==> src/include/uef_pkg.sv <==
package uef_pkg;
	// ****************************************
	// Register select codes
	// ****************************************
	localparam logic [3:0] REG_FLAG0 = 4'h0;
	localparam logic [3:0] REG_FLAG1 = 4'h1;
	localparam logic [3:0] REG_SEL0  = 4'h2;
	localparam logic [3:0] REG_SEL1  = 4'h3;
	localparam logic [3:0] REG_IEN0  = 4'h4;
	localparam logic [3:0] REG_IEN1  = 4'h5;
	localparam logic [3:0] REG_EP0I  = 4'h6;
	localparam logic [3:0] REG_EP0O  = 4'h7;
	localparam logic [3:0] REG_SETUP = 4'h8;
	localparam logic [3:0] REG_EP1   = 4'h9;
	localparam logic [3:0] REG_EP2   = 4'hA;
	localparam logic [3:0] REG_EP3   = 4'hB;
	localparam logic [3:0] REG_SZ0   = 4'hC;
	localparam logic [3:0] REG_SZ1   = 4'hD;
	localparam logic [3:0] REG_TRIG  = 4'hE;
	localparam logic [3:0] REG_FIFO_CLEAR_REG  = 4'hF;
	// ****************************************
	// Field positions
	// ****************************************
	localparam int FL0_BUS_RESET = 7;
	localparam int FL0_RX_FULL   = 6;
	localparam int FL0_TX_REQ    = 5;
	localparam int FL0_TX_EMPTY  = 4;
	localparam int FL0_SETUP_RX  = 3;
	localparam int FL0_CTRL_RX   = 2;
	localparam int FL0_CIN_REQ   = 1;
	localparam int FL0_CIN_SENT  = 0;
	localparam int FL1_INT_REQ   = 2;
	localparam int FL1_INT_SENT  = 1;
	localparam int FL1_CONNECT   = 0;
	localparam int TRG_INT_COMMIT = 6;
	localparam int TRG_RX_DONE    = 5;
	localparam int TRG_TX_COMMIT  = 4;
	localparam int TRG_SETUP_DONE = 2;
	localparam int TRG_CTRL_DONE  = 1;
	localparam int TRG_CIN_COMMIT = 0;
	localparam int CLR_INTR    = 6;
	localparam int CLR_BULK_RX = 5;
	localparam int CLR_BULK_TX = 4;
	localparam int CLR_CTRL_RX = 1;
	localparam int CLR_CTRL_TX = 0;
	// ****************************************
	// Reset values and sizes
	// ****************************************
	localparam logic [7:0] IEN0_RST = 8'h10;
	localparam logic [2:0] IEN1_RST = 3'h0;
	localparam logic [7:0] SEL0_RST = 8'h00;
	localparam logic [2:0] SEL1_RST = 3'h7;
	localparam logic [6:0] CTRL_BYTES = 7'h08;
	localparam logic [6:0] BULK_PKT   = 7'h40;
	localparam logic [1:0] EP_CTRL    = 2'h0;
	localparam logic [1:0] EP_BULK_RX = 2'h1;
	localparam logic [1:0] EP_BULK_TX = 2'h2;
	localparam logic [1:0] EP_INTR    = 2'h3;
	typedef enum logic [1:0] {KIND_SETUP = 2'b00, KIND_OUT = 2'b01, KIND_IN = 2'b10} uef_kind_e;
	typedef enum logic [1:0] {
		DS_IDLE = 2'b00, DS_RECV = 2'b01, DS_SEND = 2'b10, DS_WAIT_ACK = 2'b11
	} uef_dev_state_e;
	typedef enum logic [1:0] {HS_IDLE = 2'b00, HS_DATA = 2'b01, HS_WAIT = 2'b10} uef_host_state_e;
endpackage

==> src/include/uef_link_if.sv <==
`timescale 1ns/1ps
interface uef_link_if;
	import uef_pkg::*;
	logic      bus_reset;
	logic      start;
	uef_kind_e kind;
	logic [1:0] ep;
	logic      h2d_valid;
	logic [7:0] h2d_data;
	logic      h2d_end;
	logic      h2d_ok;
	logic      h2d_ack;
	logic      d2h_valid;
	logic [7:0] d2h_data;
	logic      d2h_done;
	logic      d2h_ack;
	logic      d2h_nak;
	modport dev (
		input  bus_reset, start, kind, ep, h2d_valid, h2d_data, h2d_end, h2d_ok, h2d_ack,
		output d2h_valid, d2h_data, d2h_done, d2h_ack, d2h_nak
	);
	modport hst (
		output bus_reset, start, kind, ep, h2d_valid, h2d_data, h2d_end, h2d_ok, h2d_ack,
		input  d2h_valid, d2h_data, d2h_done, d2h_ack, d2h_nak
	);
endinterface

==> src/hw/uef_dev.sv <==
`timescale 1ns/1ps
// Behaviour
// - Enabled set flag raises CPU interrupt
// - Select bit steers request to vector
// - Upper five enable bits read zero
// - Eight-byte single-packet control-in transmit buffer
// - Commit trigger fixes control-in packet
// - Host ACK sets control-in sent flag
// - Clear bit empties that endpoint buffer
// - Eight-byte control-out receive buffer, no setup
// - Good OUT sets flag, loads size
// - Next OUT refused until read done
// - Separate setup buffer, flag on good
// - New setup overwrites unread setup bytes
// - Setup arrival aborts software setup read
// - Bulk receive 128 bytes, two halves
// - Good bulk packet sets full, size
// - Read done frees only drained half
// - DMA reads bulk rx, writes bulk tx
// - Bulk tx dual halves, commit swaps
// - Interrupt endpoint single packet, ACK flag
// - Control-out size register resets zero
// - Bulk size shows current read half, zero if empty
// - Write zero clears flag, one keeps
// - Buffer clear leaves flags alone
module uef_dev
	import uef_pkg::*;
(
	// Clock, reset, enable
	input  wire logic       ref_clk_in,
	input  wire logic       resetn_in,
	input  wire logic       ce_in,
	// Link toward the USB host
	uef_link_if.dev         link,
	// CPU register port
	input  wire logic [3:0] reg_sel_in,
	input  wire logic       reg_wr_in,
	input  wire logic       reg_rd_in,
	input  wire logic [7:0] reg_wdata_in,
	output logic      [7:0] reg_rdata_out,
	// DMA port
	input  wire logic       dma_rd_in,
	input  wire logic       dma_wr_in,
	input  wire logic [7:0] dma_wdata_in,
	output logic      [7:0] dma_rdata_out,
	// Pin and interrupt vectors
	input  wire logic       bus_connect_change_in,
	output logic            irq0_out,
	output logic            irq1_out
);
	// ****************************************
	// State
	// ****************************************
	uef_dev_state_e st_reg;
	uef_kind_e      rx_kind_reg;
	logic [1:0]     rx_ep_reg;
	logic           rx_drop_reg;
	logic [6:0]     rx_cnt_reg;
	logic [6:0]     tx_idx_reg;
	logic [7:0]     flag0_reg, ien0_reg, sel0_reg;
	logic [2:0]     flag1_reg, ien1_reg, sel1_reg;
	logic           vb1_reg, vb2_reg, vb3_reg, bus_connect_change_lvl_reg;
	logic [7:0]     setup_mem [0:7];
	logic [7:0]     ep0o_mem [0:7];
	logic [7:0]     ep0i_mem [0:7];
	logic [7:0]     ep3_mem [0:7];
	logic [7:0]     ep1_mem [0:127];
	logic [7:0]     ep2_mem [0:127];
	logic           ep0i_valid_reg, ep3_valid_reg, ep0o_full_reg, setup_hold_reg;
	logic [6:0]     ep0i_wp_reg, ep3_wp_reg;
	logic [2:0]     ep0o_rp_reg, setup_rp_reg;
	logic [7:0]     ep0o_size_reg;
	logic [1:0]     ep1_full_reg, ep2_valid_reg;
	logic [6:0]     ep1_len_reg [0:1];
	logic [6:0]     ep2_len_reg [0:1];
	logic           ep1_rx_half_reg, ep1_rd_half_reg, ep2_wr_half_reg, ep2_tx_half_reg;
	logic [5:0]     ep1_rp_reg;
	logic [6:0]     ep2_wp_reg;

	function automatic logic wr_hit(input logic [3:0] idx);
		wr_hit = reg_wr_in && (reg_sel_in == idx);
	endfunction
	function automatic logic rd_hit(input logic [3:0] idx);
		rd_hit = reg_rd_in && (reg_sel_in == idx);
	endfunction

	// ****************************************
	// Decode of link and register events
	// ****************************************
	logic [7:0] trg, fifo_clear_reg, ev0, ep2_wdata, ep1_byte;
	logic [2:0] ev1;
	logic       start_ok, out_busy, in_ready, rx_good, rx_wr, ack_ev, setup_busy;
	logic       w_ep0i, w_ep2, w_ep3, r_ep0o, r_setup, r_ep1, vb_change;
	logic [6:0] rx_cap, tx_len;
	logic [7:0] tx_byte;
	always_comb
	begin
		trg = wr_hit(REG_TRIG) ? reg_wdata_in : 8'h00;
		fifo_clear_reg = wr_hit(REG_FIFO_CLEAR_REG) ? reg_wdata_in : 8'h00;
		start_ok = link.start && (st_reg == DS_IDLE || st_reg == DS_WAIT_ACK);
		unique case (link.ep)
			EP_CTRL:    out_busy = ep0o_full_reg || setup_hold_reg;
			EP_BULK_RX: out_busy = ep1_full_reg[ep1_rx_half_reg];
			default:    out_busy = 1'b1;
		endcase
		if (link.kind == KIND_SETUP)
			out_busy = 1'b0;
		unique case (link.ep)
			EP_CTRL:    in_ready = ep0i_valid_reg && !setup_hold_reg;
			EP_BULK_TX: in_ready = ep2_valid_reg[ep2_tx_half_reg];
			EP_INTR:    in_ready = ep3_valid_reg;
			default:    in_ready = 1'b0;
		endcase
		rx_cap = (rx_kind_reg == KIND_OUT && rx_ep_reg == EP_BULK_RX) ? BULK_PKT : CTRL_BYTES;
		rx_wr = st_reg == DS_RECV && link.h2d_valid && !rx_drop_reg && rx_cnt_reg < rx_cap;
		rx_good = st_reg == DS_RECV && link.h2d_end && link.h2d_ok && !rx_drop_reg
			&& rx_cnt_reg <= rx_cap;
		ack_ev = st_reg == DS_WAIT_ACK && link.h2d_ack;
		setup_busy = st_reg == DS_RECV && rx_kind_reg == KIND_SETUP;
		unique case (rx_ep_reg)
			EP_CTRL:    tx_len = ep0i_wp_reg;
			EP_BULK_TX: tx_len = ep2_len_reg[ep2_tx_half_reg];
			default:    tx_len = ep3_wp_reg;
		endcase
		unique case (rx_ep_reg)
			EP_CTRL:    tx_byte = ep0i_mem[tx_idx_reg[2:0]];
			EP_BULK_TX: tx_byte = ep2_mem[{ep2_tx_half_reg, tx_idx_reg[5:0]}];
			default:    tx_byte = ep3_mem[tx_idx_reg[2:0]];
		endcase
		w_ep0i = wr_hit(REG_EP0I) && !ep0i_valid_reg && ep0i_wp_reg < CTRL_BYTES;
		w_ep3 = wr_hit(REG_EP3) && !ep3_valid_reg && ep3_wp_reg < CTRL_BYTES;
		w_ep2 = (wr_hit(REG_EP2) || dma_wr_in) && !ep2_valid_reg[ep2_wr_half_reg]
			&& ep2_wp_reg < BULK_PKT;
		ep2_wdata = wr_hit(REG_EP2) ? reg_wdata_in : dma_wdata_in;
		r_ep0o = rd_hit(REG_EP0O);
		r_setup = rd_hit(REG_SETUP) && !setup_busy;
		r_ep1 = rd_hit(REG_EP1) || dma_rd_in;
		ep1_byte = ep1_mem[{ep1_rd_half_reg, ep1_rp_reg}];
		vb_change = (vb2_reg == vb3_reg) && (vb3_reg != bus_connect_change_lvl_reg);
		ev0 = 8'h00;
		ev0[FL0_BUS_RESET] = link.bus_reset;
		ev0[FL0_RX_FULL] = rx_good && rx_kind_reg == KIND_OUT && rx_ep_reg == EP_BULK_RX;
		ev0[FL0_TX_REQ] = start_ok && link.kind == KIND_IN && link.ep == EP_BULK_TX && !in_ready;
		ev0[FL0_TX_EMPTY] = ack_ev && rx_ep_reg == EP_BULK_TX;
		ev0[FL0_SETUP_RX] = rx_good && rx_kind_reg == KIND_SETUP;
		ev0[FL0_CTRL_RX] = rx_good && rx_kind_reg == KIND_OUT && rx_ep_reg == EP_CTRL;
		ev0[FL0_CIN_REQ] = start_ok && link.kind == KIND_IN && link.ep == EP_CTRL
			&& !ep0i_valid_reg;
		ev0[FL0_CIN_SENT] = ack_ev && rx_ep_reg == EP_CTRL;
		ev1[FL1_INT_REQ] = start_ok && link.kind == KIND_IN && link.ep == EP_INTR
			&& !ep3_valid_reg;
		ev1[FL1_INT_SENT] = ack_ev && rx_ep_reg == EP_INTR;
		ev1[FL1_CONNECT] = vb_change;
	end

	// ****************************************
	// Link sequencer
	// ****************************************
	always_ff @(posedge ref_clk_in or negedge resetn_in)
	begin
		if (!resetn_in)
		begin
			st_reg <= DS_IDLE;
			rx_kind_reg <= KIND_SETUP;
			rx_ep_reg <= 2'h0;
			rx_drop_reg <= 1'b0;
			rx_cnt_reg <= 7'h00;
			tx_idx_reg <= 7'h00;
			link.d2h_valid <= 1'b0;
			link.d2h_data <= 8'h00;
			link.d2h_done <= 1'b0;
			link.d2h_ack <= 1'b0;
			link.d2h_nak <= 1'b0;
		end
		else if (ce_in)
		begin
			link.d2h_valid <= 1'b0;
			link.d2h_done <= 1'b0;
			link.d2h_ack <= 1'b0;
			link.d2h_nak <= 1'b0;
			unique case (st_reg)
				DS_IDLE, DS_WAIT_ACK:
					if (start_ok)
					begin
						rx_kind_reg <= link.kind;
						rx_ep_reg <= link.ep;
						rx_cnt_reg <= 7'h00;
						tx_idx_reg <= 7'h00;
						rx_drop_reg <= out_busy;
						if (link.kind != KIND_IN)
							st_reg <= DS_RECV;
						else if (in_ready)
							st_reg <= DS_SEND;
						else
						begin
							link.d2h_nak <= 1'b1;
							st_reg <= DS_IDLE;
						end
					end
					else if (ack_ev)
						st_reg <= DS_IDLE;
				DS_RECV:
				begin
					if (link.h2d_valid && rx_cnt_reg != 7'h7F)
						rx_cnt_reg <= rx_cnt_reg + 7'h01;
					if (link.h2d_end)
					begin
						link.d2h_ack <= rx_good;
						link.d2h_nak <= link.h2d_ok && rx_drop_reg;
						st_reg <= DS_IDLE;
					end
				end
				DS_SEND:
					if (tx_idx_reg == tx_len)
					begin
						link.d2h_done <= 1'b1;
						st_reg <= DS_WAIT_ACK;
					end
					else
					begin
						link.d2h_valid <= 1'b1;
						link.d2h_data <= tx_byte;
						tx_idx_reg <= tx_idx_reg + 7'h01;
					end
			endcase
		end
	end

	// ****************************************
	// Buffer storage
	// ****************************************
	always_ff @(posedge ref_clk_in)
	begin
		if (ce_in)
		begin
			if (rx_wr && rx_kind_reg == KIND_SETUP)
				setup_mem[rx_cnt_reg[2:0]] <= link.h2d_data;
			if (rx_wr && rx_kind_reg == KIND_OUT && rx_ep_reg == EP_CTRL)
				ep0o_mem[rx_cnt_reg[2:0]] <= link.h2d_data;
			if (rx_wr && rx_kind_reg == KIND_OUT && rx_ep_reg == EP_BULK_RX)
				ep1_mem[{ep1_rx_half_reg, rx_cnt_reg[5:0]}] <= link.h2d_data;
			if (w_ep0i)
				ep0i_mem[ep0i_wp_reg[2:0]] <= reg_wdata_in;
			if (w_ep3)
				ep3_mem[ep3_wp_reg[2:0]] <= reg_wdata_in;
			if (w_ep2)
				ep2_mem[{ep2_wr_half_reg, ep2_wp_reg[5:0]}] <= ep2_wdata;
		end
	end

	// ****************************************
	// Transmit endpoints
	// ****************************************
	always_ff @(posedge ref_clk_in or negedge resetn_in)
	begin
		if (!resetn_in)
		begin
			ep0i_valid_reg <= 1'b0;
			ep0i_wp_reg <= 7'h00;
			ep3_valid_reg <= 1'b0;
			ep3_wp_reg <= 7'h00;
		end
		else if (ce_in)
		begin
			if (fifo_clear_reg[CLR_CTRL_TX] || ev0[FL0_CIN_SENT])
			begin
				ep0i_valid_reg <= 1'b0;
				ep0i_wp_reg <= 7'h00;
			end
			else if (trg[TRG_CIN_COMMIT])
				ep0i_valid_reg <= 1'b1;
			else if (w_ep0i)
				ep0i_wp_reg <= ep0i_wp_reg + 7'h01;
			if (fifo_clear_reg[CLR_INTR] || ev1[FL1_INT_SENT])
			begin
				ep3_valid_reg <= 1'b0;
				ep3_wp_reg <= 7'h00;
			end
			else if (trg[TRG_INT_COMMIT])
				ep3_valid_reg <= 1'b1;
			else if (w_ep3)
				ep3_wp_reg <= ep3_wp_reg + 7'h01;
		end
	end

	always_ff @(posedge ref_clk_in or negedge resetn_in)
	begin
		if (!resetn_in)
		begin
			ep2_valid_reg <= 2'h0;
			ep2_len_reg[0] <= 7'h00;
			ep2_len_reg[1] <= 7'h00;
			ep2_wr_half_reg <= 1'b0;
			ep2_tx_half_reg <= 1'b0;
			ep2_wp_reg <= 7'h00;
		end
		else if (ce_in)
		begin
			if (fifo_clear_reg[CLR_BULK_TX])
			begin
				ep2_valid_reg <= 2'h0;
				ep2_wr_half_reg <= 1'b0;
				ep2_tx_half_reg <= 1'b0;
				ep2_wp_reg <= 7'h00;
			end
			else
			begin
				if (trg[TRG_TX_COMMIT] && !ep2_valid_reg[ep2_wr_half_reg])
				begin
					ep2_valid_reg[ep2_wr_half_reg] <= 1'b1;
					ep2_len_reg[ep2_wr_half_reg] <= ep2_wp_reg;
					ep2_wr_half_reg <= !ep2_wr_half_reg;
					ep2_wp_reg <= 7'h00;
				end
				else if (w_ep2)
					ep2_wp_reg <= ep2_wp_reg + 7'h01;
				if (ev0[FL0_TX_EMPTY])
				begin
					ep2_valid_reg[ep2_tx_half_reg] <= 1'b0;
					ep2_tx_half_reg <= !ep2_tx_half_reg;
				end
			end
		end
	end

	// ****************************************
	// Receive endpoints
	// ****************************************
	always_ff @(posedge ref_clk_in or negedge resetn_in)
	begin
		if (!resetn_in)
		begin
			ep0o_full_reg <= 1'b0;
			ep0o_rp_reg <= 3'h0;
			ep0o_size_reg <= 8'h00;
			setup_hold_reg <= 1'b0;
			setup_rp_reg <= 3'h0;
		end
		else if (ce_in)
		begin
			// flag and size on good OUT
			if (fifo_clear_reg[CLR_CTRL_RX])
			begin
				ep0o_full_reg <= 1'b0;
				ep0o_rp_reg <= 3'h0;
			end
			else if (ev0[FL0_CTRL_RX])
			begin
				ep0o_full_reg <= 1'b1;
				ep0o_rp_reg <= 3'h0;
				ep0o_size_reg <= {1'b0, rx_cnt_reg};
			end
			else if (trg[TRG_CTRL_DONE])
			begin
				ep0o_full_reg <= 1'b0;
				ep0o_rp_reg <= 3'h0;
			end
			else if (r_ep0o)
				ep0o_rp_reg <= ep0o_rp_reg + 3'h1;
			if (ev0[FL0_SETUP_RX])
				setup_hold_reg <= 1'b1;
			else if (trg[TRG_SETUP_DONE])
				setup_hold_reg <= 1'b0;
			if (start_ok && link.kind == KIND_SETUP)
				setup_rp_reg <= 3'h0;
			else if (r_setup)
				setup_rp_reg <= setup_rp_reg + 3'h1;
		end
	end

	always_ff @(posedge ref_clk_in or negedge resetn_in)
	begin
		if (!resetn_in)
		begin
			ep1_full_reg <= 2'h0;
			ep1_len_reg[0] <= 7'h00;
			ep1_len_reg[1] <= 7'h00;
			ep1_rx_half_reg <= 1'b0;
			ep1_rd_half_reg <= 1'b0;
			ep1_rp_reg <= 6'h00;
		end
		else if (ce_in)
		begin
			if (fifo_clear_reg[CLR_BULK_RX])
			begin
				ep1_full_reg <= 2'h0;
				ep1_rx_half_reg <= 1'b0;
				ep1_rd_half_reg <= 1'b0;
				ep1_rp_reg <= 6'h00;
			end
			else
			begin
				if (ev0[FL0_RX_FULL])
				begin
					ep1_full_reg[ep1_rx_half_reg] <= 1'b1;
					ep1_len_reg[ep1_rx_half_reg] <= rx_cnt_reg;
					ep1_rx_half_reg <= !ep1_rx_half_reg;
				end
				if (trg[TRG_RX_DONE] && ep1_full_reg[ep1_rd_half_reg])
				begin
					ep1_full_reg[ep1_rd_half_reg] <= 1'b0;
					ep1_rd_half_reg <= !ep1_rd_half_reg;
					ep1_rp_reg <= 6'h00;
				end
				else if (r_ep1)
					ep1_rp_reg <= ep1_rp_reg + 6'h01;
			end
		end
	end

	// ****************************************
	// Interrupt registers and vectors
	// ****************************************
	always_ff @(posedge ref_clk_in or negedge resetn_in)
	begin
		if (!resetn_in)
		begin
			flag0_reg <= 8'h00;
			flag1_reg <= 3'h0;
			ien0_reg <= IEN0_RST;
			ien1_reg <= IEN1_RST;
			sel0_reg <= SEL0_RST;
			sel1_reg <= SEL1_RST;
			irq0_out <= 1'b0;
			irq1_out <= 1'b0;
		end
		else if (ce_in)
		begin
			// zero clears, set wins; clears untouched
			flag0_reg <= (wr_hit(REG_FLAG0) ? flag0_reg & reg_wdata_in : flag0_reg) | ev0;
			flag1_reg <= (wr_hit(REG_FLAG1) ? flag1_reg & reg_wdata_in[2:0] : flag1_reg) | ev1;
			if (wr_hit(REG_IEN0))
				ien0_reg <= reg_wdata_in;
			if (wr_hit(REG_IEN1))
				ien1_reg <= reg_wdata_in[2:0];
			if (wr_hit(REG_SEL0))
				sel0_reg <= reg_wdata_in;
			if (wr_hit(REG_SEL1))
				sel1_reg <= reg_wdata_in[2:0];
			irq0_out <= |(flag0_reg & ien0_reg & ~sel0_reg) | |(flag1_reg & ien1_reg & ~sel1_reg);
			irq1_out <= |(flag0_reg & ien0_reg & sel0_reg) | |(flag1_reg & ien1_reg & sel1_reg);
		end
	end

	// ****************************************
	// Bus connect pin and read data
	// ****************************************
	always_ff @(posedge ref_clk_in or negedge resetn_in)
	begin
		if (!resetn_in)
		begin
			vb1_reg <= 1'b0;
			vb2_reg <= 1'b0;
			vb3_reg <= 1'b0;
			bus_connect_change_lvl_reg <= 1'b0;
			reg_rdata_out <= 8'h00;
			dma_rdata_out <= 8'h00;
		end
		else if (ce_in)
		begin
			vb1_reg <= bus_connect_change_in;
			vb2_reg <= vb1_reg;
			vb3_reg <= vb2_reg;
			if (vb_change)
				bus_connect_change_lvl_reg <= vb3_reg;
			if (dma_rd_in)
				dma_rdata_out <= ep1_byte;
			if (reg_rd_in)
				unique case (reg_sel_in)
					REG_FLAG0: reg_rdata_out <= flag0_reg;
					REG_FLAG1: reg_rdata_out <= {4'h0, bus_connect_change_lvl_reg, flag1_reg};
					REG_SEL0:  reg_rdata_out <= sel0_reg;
					REG_SEL1:  reg_rdata_out <= {5'h00, sel1_reg};
					REG_IEN0:  reg_rdata_out <= ien0_reg;
					REG_IEN1:  reg_rdata_out <= {5'h00, ien1_reg};
					REG_EP0O:  reg_rdata_out <= ep0o_mem[ep0o_rp_reg];
					REG_SETUP: reg_rdata_out <= setup_busy ? 8'h00 : setup_mem[setup_rp_reg];
					REG_EP1:   reg_rdata_out <= ep1_byte;
					REG_SZ0:   reg_rdata_out <= ep0o_size_reg;
					REG_SZ1:   reg_rdata_out <= ep1_full_reg[ep1_rd_half_reg]
						? {1'b0, ep1_len_reg[ep1_rd_half_reg]} : 8'h00;
					default:   reg_rdata_out <= 8'h00;
				endcase
		end
	end
endmodule

==> src/flat_wrapper.sv <==
// flat-port wrapper written by rule: the top's interface ports become plain ports
module uef_dev_flat import uef_pkg::*;
  (ref_clk_in, resetn_in, ce_in, reg_sel_in, reg_wr_in, reg_rd_in, reg_wdata_in, reg_rdata_out, dma_rd_in, dma_wr_in, dma_wdata_in, dma_rdata_out, bus_connect_change_in, irq0_out, irq1_out, link_bus_reset, link_start, link_kind, link_ep, link_h2d_valid, link_h2d_data, link_h2d_end, link_h2d_ok, link_h2d_ack, link_d2h_valid, link_d2h_data, link_d2h_done, link_d2h_ack, link_d2h_nak);
  uef_link_if link_i ();
  input  wire logic ref_clk_in;
  input  wire logic resetn_in;
  input  wire logic ce_in;
  input  wire logic [3:0] reg_sel_in;
  input  wire logic reg_wr_in;
  input  wire logic reg_rd_in;
  input  wire logic [7:0] reg_wdata_in;
  output logic      [7:0] reg_rdata_out;
  input  wire logic dma_rd_in;
  input  wire logic dma_wr_in;
  input  wire logic [7:0] dma_wdata_in;
  output logic      [7:0] dma_rdata_out;
  input  wire logic bus_connect_change_in;
  output logic irq0_out;
  output logic irq1_out;
  input wire logic [$bits(link_i.bus_reset)-1:0] link_bus_reset;
  input wire logic [$bits(link_i.start)-1:0] link_start;
  input wire logic [$bits(link_i.kind)-1:0] link_kind;
  input wire logic [$bits(link_i.ep)-1:0] link_ep;
  input wire logic [$bits(link_i.h2d_valid)-1:0] link_h2d_valid;
  input wire logic [$bits(link_i.h2d_data)-1:0] link_h2d_data;
  input wire logic [$bits(link_i.h2d_end)-1:0] link_h2d_end;
  input wire logic [$bits(link_i.h2d_ok)-1:0] link_h2d_ok;
  input wire logic [$bits(link_i.h2d_ack)-1:0] link_h2d_ack;
  output wire logic [$bits(link_i.d2h_valid)-1:0] link_d2h_valid;
  output wire logic [$bits(link_i.d2h_data)-1:0] link_d2h_data;
  output wire logic [$bits(link_i.d2h_done)-1:0] link_d2h_done;
  output wire logic [$bits(link_i.d2h_ack)-1:0] link_d2h_ack;
  output wire logic [$bits(link_i.d2h_nak)-1:0] link_d2h_nak;
  assign link_i.bus_reset = link_bus_reset;
  assign link_i.start = link_start;
  assign link_i.kind = link_kind;
  assign link_i.ep = link_ep;
  assign link_i.h2d_valid = link_h2d_valid;
  assign link_i.h2d_data = link_h2d_data;
  assign link_i.h2d_end = link_h2d_end;
  assign link_i.h2d_ok = link_h2d_ok;
  assign link_i.h2d_ack = link_h2d_ack;
  assign link_d2h_valid = link_i.d2h_valid;
  assign link_d2h_data = link_i.d2h_data;
  assign link_d2h_done = link_i.d2h_done;
  assign link_d2h_ack = link_i.d2h_ack;
  assign link_d2h_nak = link_i.d2h_nak;
  uef_dev u_core (.ref_clk_in(ref_clk_in), .resetn_in(resetn_in), .ce_in(ce_in), .link(link_i), .reg_sel_in(reg_sel_in), .reg_wr_in(reg_wr_in), .reg_rd_in(reg_rd_in), .reg_wdata_in(reg_wdata_in), .reg_rdata_out(reg_rdata_out), .dma_rd_in(dma_rd_in), .dma_wr_in(dma_wr_in), .dma_wdata_in(dma_wdata_in), .dma_rdata_out(dma_rdata_out), .bus_connect_change_in(bus_connect_change_in), .irq0_out(irq0_out), .irq1_out(irq1_out));
endmodule
==> config.mk <==
export PLATFORM = sky130hd
export DESIGN_NAME = uef_dev_flat
export DESIGN_NICKNAME = d
export VERILOG_FILES = /design/src/include/uef_pkg.sv /design/src/include/uef_link_if.sv /design/src/hw/uef_dev.sv /design/src/flat_wrapper.sv
export SDC_FILE = /design/constraint.sdc
export NUM_CORES = 2
export LEC_CHECK = 0
export ABC_AREA = 1
export BUFFER_PORTS_ARGS = -buffer_cell sky130_fd_sc_hd__buf_2
export CORE_ASPECT_RATIO = 0.9
export CORE_UTILIZATION = 55
export DETAILED_ROUTE_END_ITERATION = 8
export HOLD_SLACK_MARGIN = 0.08
export PLACE_DENSITY = 0.72
export SETUP_SLACK_MARGIN = 0.1
export SLEW_MARGIN = 20
export SYNTH_ARGS = -nofsm -noshare
export SYNTH_HDL_FRONTEND = slang
export SYNTH_SLANG_ARGS = --single-unit
export TNS_END_PERCENT = 100
==> constraint.sdc <==
create_clock -name ref_clk_in -period 5.3 [get_ports ref_clk_in]
set_input_delay 1.06 -clock ref_clk_in [delete_from_list [all_inputs] [get_ports ref_clk_in]]
set_output_delay 1.06 -clock ref_clk_in [all_outputs]
set_load 0.01 [all_outputs]
Yosys cells after proc, flatten, opt, wreduce, memory -nomap -nowiden:

Memory sizes are Yosys's and may differ from the RTL's.
Cells that the tools add are included.

* bits in registers: 168
* RAM bits: 2304
* input bits: 46
* output and inout bits: 30
* word-level logic and storage cells: 410
* memories: 6

Memory list
* u_core.ep1_mem: words 128, bits a word 8, rd ports 1, clocked after Yosys merged registers in 0, write ports 1, line uef_dev.sv:67 `logic [7:0] ep1_mem [0:127];`
* u_core.ep2_mem: words 128, bits a word 8, rd ports 1, clocked after Yosys merged registers in 0, write ports 1, line uef_dev.sv:68 `logic [7:0] ep2_mem [0:127];`
* u_core.ep0i_mem: words 8, bits a word 8, rd ports 1, clocked after Yosys merged registers in 0, write ports 1, line uef_dev.sv:65 `logic [7:0] ep0i_mem [0:7];`
* u_core.ep0o_mem: words 8, bits a word 8, rd ports 1, clocked after Yosys merged registers in 0, write ports 1, line uef_dev.sv:64 `logic [7:0] ep0o_mem [0:7];`
* u_core.ep3_mem: words 8, bits a word 8, rd ports 1, clocked after Yosys merged registers in 0, write ports 1, line uef_dev.sv:66 `logic [7:0] ep3_mem [0:7];`
* u_core.setup_mem: words 8, bits a word 8, rd ports 1, clocked after Yosys merged registers in 0, write ports 1, line uef_dev.sv:63 `logic [7:0] setup_mem [0:7];`

* add/subtract/negate cells: 8
* $lt $le $gt $ge: 19
* equality and inequality tests: 39
* multiplexer cells: 128
* bitwise logic cells: 28
* reductions and logical operators: 136

Operators by type and width (count)
* $mux 7: 24
* $pmux 8 s11: 1
* $logic_and 1x1->1: 63
* $mux 1: 58
* $pmux 7 s2: 3
* $reduce_and 2->1: 19
* $add 7x1->7 const B: 5
* $and 8x8->8: 4
* $eq 4x4->1 const B: 8
* $mux 2: 16
* $bwmux 14: 2
* $mux 8: 3
* $reduce_bool 2->1: 12
* $mux 3: 7
* $reduce_and 3->1: 7
* $mux 6: 3
* $eq 4x3->1 const B: 4
* $pmux 8 s2: 1
* $reduce_or 8->1: 2
* $demux 7 s1: 2
* $eq 2x2->1 const B: 7
* $lt 7x4->1 const B: 2
* $and 3x3->3: 4
* $ne 2x2->1 const B: 6
* 41 further kinds: 95

Longest topological paths before layout:

* depth after elaboration: 13
* gate-level depth with buffers: 18
* depth with buffers taken out: 17

Worst setup path before layout:

OpenSTA, ideal clock, no wires.

* path type: input-to-reg
* from: in reg_sel_in[1]
* to: mem u_core.ep2_mem[0][3] (data pin)
* library setup time: 1.197 ns
* data arrival time: 6.675 ns
* required time: 4.103 ns
* path slack: -2.573 ns
* stages: 5
* path buffers: 1
* cell sequence: inv_1 > nor2_1 > nand3_1 > clkbuf_1 > o21ai_0

* word-level cells in the longest chain between the ends: 3

RTL lines
* start: declaration: line flat_wrapper.sv:8 `input wire logic [3:0] reg_sel_in;`
* $eq 4x4->1: line uef_dev.sv:81 `wr_hit = reg_wr_in && (reg_sel_in == idx);`
* $logic_and 1x1->1: line uef_dev.sv:81
* $mux 8: line uef_dev.sv:134 `ep2_wdata = wr_hit(REG_EP2) ? reg_wdata_in : dma_wdata_in;`
* named net u_core.ep2_wdata[3]: line uef_dev.sv:90 `logic [7:0] trg, fifo_clear_reg, ev0, ep2_wdata, ep1_byte;`
* end: declaration: line uef_dev.sv:68

The timed path passes the listed nets, and every way through them passes these cells.

Final worst setup path:

* from: reg u_core.rx_ep_reg[0]
* to: mem u_core.ep1_mem[26][0], enable pin

* word-level cells in the longest chain between the ends: 10

RTL lines
* start: declaration: line uef_dev.sv:56 `logic [1:0] rx_ep_reg;`
* start signal: assignment: line uef_dev.sv:186 `rx_ep_reg <= link.ep;`
* $eq 2x1->1 *: line uef_dev.sv:114, uef_dev.sv:240
* $logic_and 1x1->1: line uef_dev.sv:114 `rx_cap = (rx_kind_reg == KIND_OUT && rx_ep_reg == EP_BULK_RX) ? BULK_PKT : CTRL_BYTES;`
* $mux 7: line uef_dev.sv:114
* $lt 7x7->1: line uef_dev.sv:115 `rx_wr = st_reg == DS_RECV && link.h2d_valid && !rx_drop_reg && rx_cnt_reg < rx_cap;`
* $logic_and 1x1->1: line uef_dev.sv:115
* $logic_and 1x1->1: line uef_dev.sv:240 `if (rx_wr && rx_kind_reg == KIND_OUT && rx_ep_reg == EP_BULK_RX)`
* $logic_and 1x1->1 *: line uef_dev.sv:240
* $mux 1 *: line uef_dev.sv:240
* $mux 1 *: line uef_dev.sv:234 `if (ce_in)`
* $mux 1 (implied by the code) *: line uef_dev.sv:241 `ep1_mem[{ep1_rx_half_reg, rx_cnt_reg[5:0]}] <= link.h2d_data;`
* end: declaration: line uef_dev.sv:67

Mark *: on every way between the ends. The rest lies on a longest branch, timed or not.

==> impl_metrics.py <==
metrics = {
    "clocking": {
        "clkTransAtPathRegs_ns": 0.06,
        "cts.hold.buffers_added": 0,
        "cts_setup_buffers": 0,
        "numCtsBuffers": 225,
        "cts_sinks": 2472,
        "cts_max_path_buffers": 3,
        "cts_tree": "done",
        "htreeDepth": 4,
        "clock_latency_ns": 0.86,
        "cts_resized": 0,
        "cts_root_buf": "clkbuf_16",
    },
    "job": {
        "drv_cap": 0,
    },
    "floorplanning": {
        "placement_rows": 150,
        "dieArea_sq_mm": 0.189,
        "start_util": 0.554,
        "die_y_um": 413,
        "core_sq_mm": 0.186,
        "die_x_um": 458,
        "num_io_pins": 76,
    },
    "cells_and_area": {
        "drive_gt1_frac": 0.0584,
        "final_cells": 11900,
        "mostFrequentLayoutCells": "2304 x edfxtp_1, 1989 x nand2_1, 1670 x nor2_1",
        "final_nets": 9264,
        "syn_to_final_growth_pct": 9.49,
        "fin_area_sq_mm": 0.113,
        "fillers": 14400,
        "final_common_cell": "edfxtp_1",
    },
    "grt": {
        "grt_pass1_wl_mm": 400,
        "grt_max_degree": 232,
        "gr-total-overflow": 0,
        "grt_util_all_layers": 0.279,
        "grt_antenna_before_repair": 4,
        "first_global_vias": 67300,
    },
    "pwr": {
        "leakage_nw": 40.6,
        "power.switching_w": 0.0177,
        "peakVddDrop_v": 0.000486,
        "p_comb_frac": 0.256,
        "power.share.clock": 0.315,
        "seqPwrFrac": 0.429,
        "internal-power_w": 0.0347,
        "p_per_area_mw_per_mm2": 464,
        "swShare": 0.338,
    },
    "logic_synthesis": {
        "syn_nets": 9385,
        "synth_ff_type": "edfxtp_1",
        "syn-instance-count": 9324,
        "syn-cell-area_sq_mm": 0.103,
        "synth_top_family_by_area": "simple AND/OR/NAND/NOR gates",
        "synth-compound-area-share": 0.0573,
        "synth_warnings": 0,
        "yosys.area_share.simple": 0.188,
        "ys_seq_area_frac": 0.712,
        "synth_edf_count": 2304,
        "synthArstFlopShare": 0.0680,
        "synth_fa_ha_area_frac": 0.00182,
        "ys_ff_latch": 2472,
        "syn_avg_cell_area_sq_um": 11.1,
        "yosys.area_share.xor_xnor": 0.000595,
        "synth.area.mux_share": 0.000194,
        "yosysUniqueCellTypes": 52,
    },
    "sta": {
        "fmax_mhz": 219,
        "holdWs_ns": 0.277,
        "finalCriticalPeriod_ns": 4.57,
        "slew_violations": 0,
        "rsz0062_at_grt": "false",
        "worst_pin_slew_ns": 1.10,
        "setup_viol": 0,
        "finalHoldViolations": 0,
        "fin_crit_sh": 0.861,
        "skew_ns": 0.0367,
        "max_slew_margin": 0.263,
    },
    "detailed_routing": {
        "wl_per_cell_um": 22.4,
        "drc": 0,
        "viasPerCell": 5.91,
        "num_vias": 70400,
        "wl_mm": 267,
        "firstDrtPassIters": 6,
        "ant_nets": 0,
        "drtIter0Drc": 9444,
    },
    "setup_path": {
        "crit_arrival_ns": 5.05,
        "endpoint_kind": "register",
        "timing.rr.start": "u_core.rx_ep_reg[0]",
        "path_max_fanout": 15,
        "worstPathRequired_ns": 5.78,
        "critPathLaunchType": "register",
        "path_class": "reg2reg",
        "ff2ff_setup_slack_ns": 0.73,
        "reg2reg_depth": 11,
        "r2r_end": "u_core.ep1_mem[26][0]",
    },
    "min_path": {
        "hold_path_class": "in2async",
    },
    "place": {
        "dp_hpwl_mm": 155,
        "gp_congestion": 0.918,
        "place_inst": 11500,
        "portBuffers": 75,
        "placed_cell_area_sq_mm": 0.105,
    },
    "status": {
        "status": "finished, final reports clean",
    },
}
## cells by family after synthesis
group,after synthesis
muxes,2
DFF,2472
adders and majority gates,15
AOI/OAI and AO/OA,1096
buffers and inverters,964
and+or+nand+nor,4768
xor gates and xnor gates,7
## metrics by stage
step / power (W) / setup TNS [ns] / util / setup WS [ns]
after floorplan: 0.0316 / -418.21 / - / -0.409
after global placement: 0.0357 / 0 / 0.566 / 0.962
after detailed placement: 0.0359 / 0 / 0.566 / 0.834
after CTS: 0.0522 / 0 / 0.607 / 0.806
after global routing: 0.0545 / 0 / 0.607 / 0.557
final: 0.0524 / 0 / 0.607 / 0.734
## worst max-delay path by stage
stage,slack [ns],start,cells past startpoint,to
after floorplan,-0.41,reg_sel_in[1],5,u_core.ep2_mem[0][1]
final,0.73,u_core.rx_ep_reg[0],11,u_core.ep1_mem[26][0]
after global placement,0.96,u_core.rx_ep_reg[0],11,u_core.ep1_mem[82][7]
after CTS,0.81,u_core.rx_ep_reg[0],11,u_core.ep1_mem[82][2]
after detailed placement,0.83,u_core.rx_ep_reg[0],11,u_core.ep1_mem[26][2]
after global routing,0.56,u_core.rx_ep_reg[0],11,u_core.ep1_mem[82][0]
## synthesized netlist by cell type (all sizes together), types with 6 or more instances
master / instances / share of area
a21boi: 6 / 0.00044
a21oi: 124 / 0.0060
buf: 255 / 0.015
clkbuf: 270 / 0.0099
clkinv: 9 / 0.00033
dfrtp: 164 / 0.040
edfxtp: 2304 / 0.67
ha: 15 / 0.0018
inv: 430 / 0.016
nand2: 1990 / 0.072
nand3: 1024 / 0.050
nand4: 13 / 0.00079
nor2: 1673 / 0.061
nor3: 49 / 0.0024
nor4: 10 / 0.00061
o211ai: 66 / 0.0048
o21ai: 802 / 0.039
o221ai: 28 / 0.0024
o22ai: 46 / 0.0028
## power groups by stage
stage | Combinational [W] | Clock [W] | Sequential (W)
after floorplan | 0.00916 | 0 | 0.0224
after global placement | 0.0129 | 0 | 0.0228
after detailed placement | 0.0131 | 0 | 0.0228
after CTS | 0.0131 | 0.0166 | 0.0224
after global routing | 0.0146 | 0.0174 | 0.0225
final | 0.0134 | 0.0165 | 0.0225
## per-layer routing
layer | GRT usage | wire, um
met1 | 0.382 | 104000
met2 | 0.450 | 126000
met3 | 0.0476 | 27000
met4 | 0.103 | 9740
met5 | 0 | 31
## worst max-delay path: stages, from the launching register on
cell	delay, ns
dfrtp_1	0.71
inv_1	0.28
nor3_1	0.36
inv_1	0.18
ha_1	0.32
inv_1	0.09
o21bai_1	0.10
or4_4	0.46
nor2_4	0.23
nand2_1	0.49
buf_4	0.41
nor2_1	0.54
## final cells by class
class                      instances  area, sq um  area share
sequential                      2472        73400       0.650
multi-input combinational       5888        25600       0.227
clock buffer                     279         6000      0.0531
tap                             2508         3140      0.0278
inverter                         439         1700      0.0150
timing repair buffer             177         1490      0.0132
clock inverter                   143         1480      0.0131
antenna                            1         2.50   0.0000222
(Power assumes the default switching activity.)
